<file path="src/core/rtc_core_regs.vh">
// Clock core constants: ports, indexes, fields, resets, timing.
// Assumes a 100 MHz core clock and a 32.768 kHz oscillator.
`ifndef RTC_CORE_REGS_VH
`define RTC_CORE_REGS_VH

// Host I/O port addresses
`define IDX_PORT_ADDR      8'h70
`define DATA_PORT_ADDR     8'h71

// Register indexes in the clock area
`define TIME_REG_COUNT     7'h0a
`define REG_RATE_DIV       7'h0a
`define REG_MODE_EN        7'h0b
`define REG_IRQ_FLAGS      7'h0c
`define REG_VALID          7'h0d
`define RAM_BANK0_FIRST    7'h0e
`define LOCK_FIRST         7'h38
`define LOCK_LAST          7'h3f
`define LOCKED_READ_VAL    8'hff

// Field positions, rate_and_divider_control
`define A_DV_MSB           6
`define A_DV_LSB           4
`define A_RS_MSB           3
`define A_RS_LSB           0
// Field positions, mode_and_enable_control
`define B_SET_BIT          7
`define B_PIE_BIT          6
`define B_AIE_BIT          5
`define B_UIE_BIT          4
`define B_DM_BIT           2
`define B_HR24_BIT         1
`define B_DSE_BIT          0

// Codes and reset values
`define DV_NORMAL          3'b010
`define ALARM_ANY          2'b11
`define IDX_RST            7'h00
`define RDATA_RST          8'h00

// Timing
`define OSC_HZ             32768
`define UIP_LEAD_US        244
`define UIP_LEAD_TICKS     ((`UIP_LEAD_US * `OSC_HZ + 999999) / 1000000)
`define DIV_UPDATE_AT      15'h3fff
`define LOCKOUT_MS         62
`define CLK_MHZ            100

`endif

</file>
<file path="src/core/rtc_alarm_interrupt_core.v">
// Clock core: host port, time, alarm and periodic flags,
// banked RAM with sticky lock, power lockout.
// Host strobes on mclk_i; oscillator and power pins async.
// Behaviour
// Pending flag rises 244 us before update
// Periodic event half period before update
// Alarm flag when time equals alarms
// Alarm byte top bits 11 matches all
// RAM at 0E-7F, bank one 00-7F
// Locked 38-3F: writes ignored, reads FF
// Lock sticky until hardware reset
// Inputs blocked on battery, then 62 ms
// No lockout if divider abnormal or invalid
// Low battery with reset clears 00-0D
// Oscillator off while time invalid
// Divider 000/001 stops oscillator, RAM works
// Interrupt low when enabled flag set
// New condition in flag read keeps interrupt
// One pending event per source
// Rate decode, 1 and 2 alias
// Divider decode, 11x holds chain reset
// Pending flag read-only, 0 when frozen
// Daylight saving jumps April and October
// Binary or BCD, 24 or 12 hours
// Mode bit 3 reads 0
// Reset keeps rate, divider, format bits
// Host uses index then data port
// One second per update
// Freeze keeps visible time stable
// Flags clear on flag read, reset
// Oscillator ticks synchronised to core clock
// Power status as digital inputs
`timescale 1ns/1ps
`include "rtc_core_regs.vh"

module rtc_alarm_interrupt_core #(
   parameter [22:0] LOCKOUT_CYCLES = `LOCKOUT_MS * 1000 * `CLK_MHZ
) (
   // Clock and reset
   input  wire       mclk_i,
   input  wire       nrst_i,
   // Host index/data port
   input  wire [7:0] io_addr_i,
   input  wire       io_wr_i,
   input  wire       io_rd_i,
   input  wire [7:0] io_wdata_i,
   output reg  [7:0] io_rdata_o,
   output reg        io_rvalid_o,
   // Configuration bits from the chip
   input  wire       ram_bank_sel_i,
   input  wire       ram_lock_set_i,
   // Oscillator and power status pins
   input  wire       osc_32k_i,
   input  wire       on_battery_i,
   input  wire       batt_low_i,
   input  wire       master_reset_input_i,
   // Status outputs
   output reg        irq_out_n_o,
   output reg        osc_enable_o,
   output reg        inputs_locked_o
);

   // Synchronisers and edge history
   reg  [3:0]  sy1_ff;
   reg  [3:0]  sy2_ff;
   reg         osc_prev_ff;
   reg         bat_prev_ff;
   // Battery-backed state
   reg  [7:0]  tk_ff [0:9];
   reg  [7:0]  gp_ram_ff [0:255];
   reg  [3:0]  rs_ff;
   reg  [2:0]  dv_ff;
   reg         set_ff;
   reg         dm_ff;
   reg         hr24_ff;
   reg         dse_ff;
   reg         vrt_ff;
   reg         fall_done_ff;
   reg  [14:0] div_ff;
   // Reset state
   reg  [6:0]  idx_ff;
   reg         pie_ff;
   reg         aie_ff;
   reg         uie_ff;
   reg         pf_ff;
   reg         af_ff;
   reg         uf_ff;
   reg         lock_ff;
   reg         alarm_chk_ff;
   reg  [22:0] lk_cnt_ff;
   reg  [7:0]  rd_val;
   integer     i;

   wire osc_s  = sy2_ff[0];
   wire bat_s  = sy2_ff[1];
   wire blow_s = sy2_ff[2];
   wire mr_s   = sy2_ff[3];

   // Port decode, blocked during lockout
   wire host_ok   = ~inputs_locked_o;
   wire idx_wr    = io_wr_i && io_addr_i == `IDX_PORT_ADDR && host_ok;
   wire dat_wr    = io_wr_i && io_addr_i == `DATA_PORT_ADDR && host_ok;
   wire dat_rd    = io_rd_i && io_addr_i == `DATA_PORT_ADDR && host_ok;
   wire rd_any    = io_rd_i && (io_addr_i == `IDX_PORT_ADDR || io_addr_i == `DATA_PORT_ADDR);
   wire clk_area  = ~ram_bank_sel_i && idx_ff < `RAM_BANK0_FIRST;
   wire [7:0] ram_addr = {ram_bank_sel_i, idx_ff};
   wire lock_cell = lock_ff && idx_ff >= `LOCK_FIRST && idx_ff <= `LOCK_LAST;
   wire rd_flags  = dat_rd && clk_area && idx_ff == `REG_IRQ_FLAGS;
   wire rd_valid  = dat_rd && clk_area && idx_ff == `REG_VALID;
   wire a_wr      = dat_wr && clk_area && idx_ff == `REG_RATE_DIV;
   wire b_wr      = dat_wr && clk_area && idx_ff == `REG_MODE_EN;
   wire t_wr      = dat_wr && clk_area && idx_ff < `TIME_REG_COUNT;

   // Power return handling
   wire bat_fall  = bat_prev_ff & ~bat_s;
   wire pwr_clear = bat_fall & blow_s & mr_s;

   // Oscillator gating and divider chain
   wire osc_tick  = osc_s & ~osc_prev_ff;
   wire osc_run   = vrt_ff && dv_ff[2:1] != 2'b00;
   wire div_hold  = dv_ff[2:1] == 2'b11;
   wire div_step  = osc_tick && osc_run && ~div_hold;
   wire [14:0] div_nxt = div_ff + 15'h0001;
   wire upd_evt   = div_step && div_ff == `DIV_UPDATE_AT && ~set_ff;
   wire [31:0] uip_full  = `DIV_UPDATE_AT - `UIP_LEAD_TICKS + 1;
   wire [14:0] uip_start = uip_full[14:0];
   wire uip_now   = osc_run && ~div_hold && div_ff >= uip_start;

   // Periodic tap; codes 1 and 2 alias 8 and 9
   wire [3:0] rs_eff = (rs_ff == 4'h1) ? 4'h8 : (rs_ff == 4'h2) ? 4'h9 : rs_ff;
   wire [3:0] per_sh = rs_eff - 4'h1;
   wire [14:0] per_mask = (15'h0001 << per_sh) - 15'h0001;
   wire [14:0] per_half = 15'h0001 << (per_sh - 4'h1);
   wire per_evt = div_step && rs_ff != 4'h0 && (div_nxt & per_mask) == per_half;

   // Field steppers
   wire       bcd = ~dm_ff;
   wire [7:0] sec_n, min_n, hr_n, dow_n, date_n, mon_n, yr_n;
   wire       sec_w, min_w, hr_w, dow_w, date_w, mon_w, yr_w;
   wire [6:0] sec_b, min_b, hr_b, dow_b, date_b, mon_b, yr_b;
   wire       leap  = yr_b[1:0] == 2'b00;
   wire [6:0] mdays = (mon_b == 7'd2) ? (leap ? 7'd29 : 7'd28) :
                      (mon_b == 7'd4 || mon_b == 7'd6 || mon_b == 7'd9 || mon_b == 7'd11) ? 7'd30 : 7'd31;

   rtc_field_step u_sec (.val_i(tk_ff[0]), .max_i(7'd59), .min_i(7'd0), .bcd_i(bcd),
                         .nxt_o(sec_n), .wrap_o(sec_w), .bin_o(sec_b));
   rtc_field_step u_min (.val_i(tk_ff[2]), .max_i(7'd59), .min_i(7'd0), .bcd_i(bcd),
                         .nxt_o(min_n), .wrap_o(min_w), .bin_o(min_b));
   rtc_field_step u_hr (.val_i({1'b0, tk_ff[4][6:0]}), .max_i(hr24_ff ? 7'd23 : 7'd12),
                        .min_i(hr24_ff ? 7'd0 : 7'd1), .bcd_i(bcd),
                        .nxt_o(hr_n), .wrap_o(hr_w), .bin_o(hr_b));
   rtc_field_step u_dow (.val_i(tk_ff[6]), .max_i(7'd7), .min_i(7'd1), .bcd_i(bcd),
                         .nxt_o(dow_n), .wrap_o(dow_w), .bin_o(dow_b));
   rtc_field_step u_date (.val_i(tk_ff[7]), .max_i(mdays), .min_i(7'd1), .bcd_i(bcd),
                          .nxt_o(date_n), .wrap_o(date_w), .bin_o(date_b));
   rtc_field_step u_mon (.val_i(tk_ff[8]), .max_i(7'd12), .min_i(7'd1), .bcd_i(bcd),
                         .nxt_o(mon_n), .wrap_o(mon_w), .bin_o(mon_b));
   rtc_field_step u_yr (.val_i(tk_ff[9]), .max_i(7'd99), .min_i(7'd0), .bcd_i(bcd),
                        .nxt_o(yr_n), .wrap_o(yr_w), .bin_o(yr_b));

   // Next time after one update, including hour format and daylight saving
   reg [7:0] nxt_sec, nxt_min, nxt_hr, nxt_dow, nxt_date, nxt_mon, nxt_yr;
   reg       day_carry;
   reg       dst_edge;
   reg       nxt_fall;
   always @* begin
      nxt_sec   = sec_n;
      nxt_min   = tk_ff[2];
      nxt_hr    = tk_ff[4];
      nxt_dow   = tk_ff[6];
      nxt_date  = tk_ff[7];
      nxt_mon   = tk_ff[8];
      nxt_yr    = tk_ff[9];
      nxt_fall  = fall_done_ff;
      day_carry = 1'b0;
      dst_edge  = dse_ff && tk_ff[4] == 8'h01 && sec_b == 7'd59 && min_b == 7'd59 && dow_b == 7'd1;
      if (sec_w) begin
         nxt_min = min_n;
         if (min_w) begin
            if (hr24_ff) begin
               nxt_hr    = hr_n;
               day_carry = hr_w;
            end else if (hr_b == 7'd11) begin
               // 11 to 12 flips AM/PM; 11 PM rolls the day
               nxt_hr    = {~tk_ff[4][7], (bcd ? 7'h12 : 7'h0c)};
               day_carry = tk_ff[4][7];
            end else begin
               nxt_hr = {tk_ff[4][7], hr_n[6:0]};
            end
         end
      end
      if (day_carry) begin
         nxt_dow  = dow_n;
         nxt_date = date_n;
         nxt_fall = 1'b0;
         if (date_w) begin
            nxt_mon = mon_n;
            if (mon_w) begin
               nxt_yr = yr_n;
            end
         end
      end
      if (dst_edge && mon_b == 7'd4 && date_b <= 7'd7) begin
         nxt_hr  = 8'h03;
         nxt_min = 8'h00;
         nxt_sec = 8'h00;
      end else if (dst_edge && mon_b == 7'd10 && date_b >= 7'd25 && ~fall_done_ff) begin
         nxt_hr   = 8'h01;
         nxt_min  = 8'h00;
         nxt_sec  = 8'h00;
         nxt_fall = 1'b1;
      end
   end

   // Alarm compare with don't-care bytes
   function alarm_hit;
      input [7:0] alm;
      input [7:0] tim;
      begin
         alarm_hit = (alm[7:6] == `ALARM_ANY) || (alm == tim);
      end
   endfunction
   wire alarm_match = alarm_hit(tk_ff[1], tk_ff[0]) && alarm_hit(tk_ff[3], tk_ff[2]) &&
                      alarm_hit(tk_ff[5], tk_ff[4]);

   // Next flags; an event beats the read clear
   wire nxt_pf  = ~pwr_clear & ((pf_ff & ~rd_flags) | per_evt);
   wire nxt_uf  = ~pwr_clear & ((uf_ff & ~rd_flags) | upd_evt);
   wire nxt_af  = ~pwr_clear & ((af_ff & ~rd_flags) | (alarm_chk_ff & alarm_match));
   wire nxt_pie = ~pwr_clear & (b_wr ? io_wdata_i[`B_PIE_BIT] : pie_ff);
   wire nxt_aie = ~pwr_clear & (b_wr ? io_wdata_i[`B_AIE_BIT] : aie_ff);
   wire nxt_uie = ~pwr_clear & (b_wr ? io_wdata_i[`B_UIE_BIT] : uie_ff);
   wire nxt_irq = (nxt_pf & nxt_pie) | (nxt_af & nxt_aie) | (nxt_uf & nxt_uie);

   // Two-stage synchronisers for the async pins
   always @(posedge mclk_i) begin
      if (!nrst_i) begin
         sy1_ff      <= 4'h0;
         sy2_ff      <= 4'h0;
         osc_prev_ff <= 1'b0;
         bat_prev_ff <= 1'b0;
      end else begin
         sy1_ff      <= {master_reset_input_i, batt_low_i, on_battery_i, osc_32k_i};
         sy2_ff      <= sy1_ff;
         osc_prev_ff <= osc_s;
         bat_prev_ff <= bat_s;
      end
   end

   // Power lockout timer and sticky RAM lock
   always @(posedge mclk_i) begin
      if (!nrst_i) begin
         inputs_locked_o <= 1'b0;
         lk_cnt_ff       <= 23'h000000;
         lock_ff         <= 1'b0;
      end else begin
         lock_ff <= lock_ff | ram_lock_set_i;
         if (bat_s) begin
            inputs_locked_o <= 1'b1;
            lk_cnt_ff       <= 23'h000000;
         end else if (bat_fall) begin
            if (pwr_clear || dv_ff != `DV_NORMAL || ~vrt_ff) begin
               inputs_locked_o <= 1'b0;
            end else begin
               lk_cnt_ff <= LOCKOUT_CYCLES;
            end
         end else if (lk_cnt_ff != 23'h000000) begin
            lk_cnt_ff <= lk_cnt_ff - 23'h000001;
            if (lk_cnt_ff == 23'h000001) begin
               inputs_locked_o <= 1'b0;
            end
         end
      end
   end

   // Battery-backed state; reset leaves it
   always @(posedge mclk_i) begin
      if (blow_s) begin
         vrt_ff <= 1'b0;
      end else if (rd_valid) begin
         vrt_ff <= 1'b1;
      end
      if (pwr_clear) begin
         for (i = 0; i < 10; i = i + 1) begin
            tk_ff[i] <= 8'h00;
         end
         rs_ff        <= 4'h0;
         dv_ff        <= 3'b000;
         set_ff       <= 1'b0;
         dm_ff        <= 1'b0;
         hr24_ff      <= 1'b0;
         dse_ff       <= 1'b0;
         div_ff       <= 15'h0000;
         fall_done_ff <= 1'b0;
      end else begin
         if (div_hold) begin
            div_ff <= 15'h0000;
         end else if (div_step) begin
            div_ff <= div_nxt;
         end
         if (upd_evt) begin
            tk_ff[0]     <= nxt_sec;
            tk_ff[2]     <= nxt_min;
            tk_ff[4]     <= nxt_hr;
            tk_ff[6]     <= nxt_dow;
            tk_ff[7]     <= nxt_date;
            tk_ff[8]     <= nxt_mon;
            tk_ff[9]     <= nxt_yr;
            fall_done_ff <= nxt_fall;
         end
         if (t_wr) begin
            tk_ff[idx_ff[3:0]] <= io_wdata_i;
         end
         if (a_wr) begin
            rs_ff <= io_wdata_i[`A_RS_MSB:`A_RS_LSB];
            dv_ff <= io_wdata_i[`A_DV_MSB:`A_DV_LSB];
         end
         if (b_wr) begin
            set_ff  <= io_wdata_i[`B_SET_BIT];
            dm_ff   <= io_wdata_i[`B_DM_BIT];
            hr24_ff <= io_wdata_i[`B_HR24_BIT];
            dse_ff  <= io_wdata_i[`B_DSE_BIT];
         end
      end
   end

   // General-purpose RAM, oscillator-independent
   always @(posedge mclk_i) begin
      if (dat_wr && ~clk_area && ~lock_cell) begin
         gp_ram_ff[ram_addr] <= io_wdata_i;
      end
   end

   // Read data selection
   always @* begin
      rd_val = 8'h00;
      if (inputs_locked_o) begin
         rd_val = `LOCKED_READ_VAL;
      end else if (io_addr_i == `IDX_PORT_ADDR) begin
         rd_val = {1'b0, idx_ff};
      end else if (~clk_area) begin
         rd_val = lock_cell ? `LOCKED_READ_VAL : gp_ram_ff[ram_addr];
      end else if (idx_ff < `TIME_REG_COUNT) begin
         rd_val = tk_ff[idx_ff[3:0]];
      end else if (idx_ff == `REG_RATE_DIV) begin
         rd_val = {uip_now & ~set_ff, dv_ff, rs_ff};
      end else if (idx_ff == `REG_MODE_EN) begin
         rd_val = {set_ff, pie_ff, aie_ff, uie_ff, 1'b0, dm_ff, hr24_ff, dse_ff};
      end else if (idx_ff == `REG_IRQ_FLAGS) begin
         rd_val = {~irq_out_n_o, pf_ff, af_ff, uf_ff, 4'h0};
      end else begin
         rd_val = {vrt_ff, 7'h00};
      end
   end

   // Host registers, flags, interrupt pin
   always @(posedge mclk_i) begin
      if (!nrst_i) begin
         idx_ff       <= `IDX_RST;
         io_rdata_o   <= `RDATA_RST;
         io_rvalid_o  <= 1'b0;
         pie_ff       <= 1'b0;
         aie_ff       <= 1'b0;
         uie_ff       <= 1'b0;
         pf_ff        <= 1'b0;
         af_ff        <= 1'b0;
         uf_ff        <= 1'b0;
         alarm_chk_ff <= 1'b0;
         irq_out_n_o  <= 1'b1;
         osc_enable_o <= 1'b0;
      end else begin
         if (idx_wr) begin
            idx_ff <= io_wdata_i[6:0];
         end
         io_rvalid_o  <= rd_any;
         if (rd_any) begin
            io_rdata_o <= rd_val;
         end
         alarm_chk_ff <= upd_evt;
         pf_ff        <= nxt_pf;
         af_ff        <= nxt_af;
         uf_ff        <= nxt_uf;
         pie_ff       <= nxt_pie;
         aie_ff       <= nxt_aie;
         uie_ff       <= nxt_uie;
         irq_out_n_o  <= ~nxt_irq;
         osc_enable_o <= osc_run;
      end
   end

endmodule // rtc_alarm_interrupt_core

</file>
<file path="src/core/rtc_field_step.v">
// Steps one time field in BCD or binary.
// Assumes a legal value; min_i below ten.
`timescale 1ns/1ps

module rtc_field_step (
   // Field value and limits
   input  wire [7:0] val_i,
   input  wire [6:0] max_i,
   input  wire [6:0] min_i,
   input  wire       bcd_i,
   // Advanced value, wrap flag and binary view of the input
   output reg  [7:0] nxt_o,
   output reg        wrap_o,
   output reg  [6:0] bin_o
);

   reg [7:0] tens_sum;

   // Binary view, wrap test and increment
   always @* begin
      tens_sum = ({4'h0, val_i[7:4]} * 8'd10) + {4'h0, val_i[3:0]};
      if (bcd_i) begin
         bin_o = tens_sum[6:0];
      end else begin
         bin_o = val_i[6:0];
      end
      wrap_o = (bin_o >= max_i);
      if (wrap_o) begin
         nxt_o = {1'b0, min_i};
      end else if (bcd_i && val_i[3:0] == 4'h9) begin
         nxt_o = {val_i[7:4] + 4'h1, 4'h0};
      end else begin
         nxt_o = val_i + 8'h01;
      end
   end

endmodule // rtc_field_step

</file>
<file path="config.mk">
export PLATFORM = sky130hd
export DESIGN_NAME = rtc_alarm_interrupt_core
export DESIGN_NICKNAME = d
export VERILOG_FILES = /design/src/core/rtc_alarm_interrupt_core.v /design/src/core/rtc_field_step.v
export VERILOG_INCLUDE_DIRS = /design/src /design/src/core
export SDC_FILE = /design/constraint.sdc
export NUM_CORES = 2
export LEC_CHECK = 0
export ABC_CLOCK_PERIOD_IN_PS = 11700
export BUFFER_PORTS_ARGS = -buffer_cell sky130_fd_sc_hd__buf_4
export CORE_ASPECT_RATIO = 0.9
export CORE_UTILIZATION = 46
export CTS_BUF_LIST = sky130_fd_sc_hd__clkbuf_2 sky130_fd_sc_hd__clkbuf_4 sky130_fd_sc_hd__clkbuf_8
export DETAILED_ROUTE_END_ITERATION = 10
export SYNTH_ARGS = -nofsm -noshare
export SYNTH_HDL_FRONTEND = slang
export SYNTH_SLANG_ARGS = --single-unit
</file>
<file path="constraint.sdc">
create_clock -name mclk_i -period 11.7 [get_ports mclk_i]
set_input_delay 2.34 -clock mclk_i [delete_from_list [all_inputs] [get_ports mclk_i]]
set_output_delay 2.34 -clock mclk_i [all_outputs]
set_load 0.02 [all_outputs]
</file>
==> flow_summary.json <==
{
  "outcome": "finished, violations left",
  "violations": "DRC, capacitance limit",
  "yosys_register_bits": 2268,
  "hold_viol": 0,
  "placed_area_mm2": 0.0976,
  "cts_buffer_depth": 4,
  "regArea_mm2": 0.0672,
  "core-area_mm2": 0.202,
  "worst_slack_ns": 5.59,
  "initial_core_util": 0.465,
  "slew-limit-headroom": 0.00885,
  "finalCriticalPeriod_ns": 6.11,
  "cp-start-kind": "input port",
  "clk_latency_ns": 1.07,
  "drive_gt1_frac": 0.253,
  "async_flop_share": 0,
  "rows": 156,
  "netlist_instances": 4869,
  "multiInputGateArea_mm2": 0.0259,
  "drt-pass1-iter-count": 11,
  "skew_ns": 0.0871,
  "cp_max_fo": 11,
  "rsz0062_at_grt": "false",
  "wl_per_cell_um": 30.9,
  "syn-cell-area_mm2": 0.0939,
  "crit_type": "in -> reg",
  "clock_sinks": 2268,
  "p_leak_uw": 0.0325,
  "period_share": 0.522,
  "fmax_mhz": 164,
  "dp_hpwl_um": 154000,
  "ios": 38,
  "die-area_mm2": 0.206,
  "grt_pass1_vias": 48800,
  "cts_resized": 0,
  "hold_path_class": "reg -> reg",
  "cts_buffers": 369,
  "synth_area_per_cell_um2": 19.3,
  "layout.nets": 5353,
  "antenna_found_initial": 7,
  "synthFlopType": "edfxtp_1",
  "gp_congestion": 0.871,
  "setup_viol": 0,
  "arrival_ns": 6.75,
  "ys_types": 85,
  "p_per_area_mw_per_mm2": 156,
  "grt_max_degree": 151,
  "tns_ns": 0,
  "die_x_um": 478,
  "yosysSeqAreaShare": 0.716,
  "portBuffers": 37,
  "yosys_warnings": 0,
  "timing.hold.ws_ns": 0.438,
  "dr_total_vias": 49800,
  "grt_usage": 0.248,
  "fillers": 16100,
  "final_area_mm2": 0.105,
  "peakVddDrop_uv": 77.5,
  "layout_common_cells": "2,176 x edfxtp_1, 666 x mux4_2, 385 x clkbuf_8",
  "post_cts_buffers": 0,
  "wirelength_um": 254000,
  "vias_per_cell": 6.07,
  "cts_tree": "yes",
  "crit_required_ns": 12.33,
  "die_h_um": 431,
  "htreeDepth": 5,
  "gr-total-overflow": 0,
  "drc": 12,
  "final_common_cell": "edfxtp_1",
  "synth_edf_count": 2176,
  "max_cap_violations": 1,
  "drt_iter0_markers": 6416,
  "grt_first_pass_wirelength_um": 365000,
  "critPathCaptureType": "register",
  "finalMaxSlewViolations": 0,
  "postRouteAntennaNets": 0,
  "cts.root.buffer_cell": "clkbuf_8",
  "tightest_slew_ns": 1.47,
  "hold_buffers": 0,
  "dp_worst_setup_slack_ns": 4.80,
  "area.growth.synth_to_final_pct": 11.7,
  "clkTransAtPathRegs_ns": 0.06
}
## metrics by stage
| stage | instances | total power [uW] | utilization |
|---|---|---|---|
| global route | 8200 | 16800 | 0.519 |
| detailed placement | 7548 | 9650 | 0.484 |
| finish | 8201 | 16300 | 0.519 |
| floorplan | 5028 | 9400 | - |
| global placement | 7548 | 9650 | 0.484 |
| CTS | 8195 | 16400 | 0.519 |
## critical path, stage by stage
cell and delay [ns]:
buf_4 0.10, nand4b_1 0.25, nor4_1 1.16, and3_1 0.47, nand2_1 0.16, nor2_1 0.32
nand2_2 0.60, buf_4 0.46, nor2_1 0.85
## final timing paths
kind | start | endpoint | slack (ns) | cells past startpoint
setup / recovery | io_addr_i[7] | gp_ram_ff[14][1] | 5.59 | 9
hold / removal | sy1_ff[2] | sy2_ff[2] | 0.44 | 1
setup reg to reg | rs_ff[0] | irq_out_n_o | 6.66 | 15
hold reg to reg | sy1_ff[2] | sy2_ff[2] | 0.44 | 1
## cell usage after synthesis, types with 7 or more instances
cell / number / area, um2
mux4_2: 666 / 15000
a21o_1: 19 / 143
nand3_1: 71 / 355
and4_1: 7 / 61.3
or3_1: 14 / 87.6
buf_6: 18 / 203
mux2_2: 13 / 146
o211ai_1: 11 / 82.6
buf_1: 27 / 101
and3_1: 24 / 150
a22o_1: 12 / 105
nor4bb_1: 7 / 70.1
nand4_1: 28 / 175
xor2_1: 68 / 596
o22ai_1: 17 / 106
a22oi_1: 19 / 143
nor2b_1: 45 / 282
buf_4: 18 / 135
inv_1: 32 / 120
nor3b_1: 8 / 60.1
a31oi_1: 19 / 119
mux2i_1: 74 / 741
o31ai_1: 23 / 173
fa_1: 13 / 260
nor4_1: 21 / 131
a211o_1: 7 / 61.3
clkbuf_1: 165 / 619
nor2_1: 377 / 1420
nor3_1: 33 / 165
or4_1: 10 / 75.1
xnor2_1: 68 / 596
dfxtp_1: 92 / 1840
a211oi_1: 8 / 60.1
o21ai_0: 94 / 470
edfxtp_1: 2176 / 65300
and2_1: 42 / 263
o41ai_1: 7 / 61.3
ha_1: 81 / 1010
buf_2: 51 / 255
nand2_1: 183 / 687
a21oi_1: 79 / 395
nand2b_1: 24 / 150
or2_2: 9 / 56.3
## cells by family after synthesis
family | share of synthesized area
AO/OA/AOI/OAI | 0.0266
AND/OR/NAND/NOR | 0.0466
XOR/XNOR | 0.0127
adder cells (fa/ha/maj) | 0.0136
multiplexers | 0.169
flip-flops | 0.716
buffers and inverters | 0.0155
other | 0.0000400
## power breakdown
group          switching (uW)  internal [uW]  total, uW  leakage, uW
registers                42.6           8970       9010       0.0205
logic                     332            136        468      0.00820
clock network            3120           3720       6840      0.00381
total                    3490          12800      16300       0.0325
## layer usage
layer / share of wire / global-route usage
met5: 0.000032 / 0
met2: 0.44 / 0.354
met3: 0.10 / 0.0613
met4: 0.025 / 0.0673
met1: 0.43 / 0.379
## layout make-up
cell class / count / share of cell area
diodes: 6 / 0.000143
clock buffers: 488 / 0.0579
clock inverters: 159 / 0.0107
inverters: 32 / 0.00115
multi-input cells: 2447 / 0.247
flip-flops and latches: 2268 / 0.641
well taps: 2686 / 0.0321
repair buffers: 115 / 0.0100
## registers in the layout, indices dropped and copies added, names as in the netlist, 3 cells and up, named ones only
name        cells
gp_ram_ff    2048
tk_ff         128
lk_cnt_ff      23
div_ff         15
io_rdata_o      8
idx_ff          7
rs_ff           4
sy1_ff          4
sy2_ff          4
dv_ff           3
Note: power is estimated with default switching activity, not from simulation.
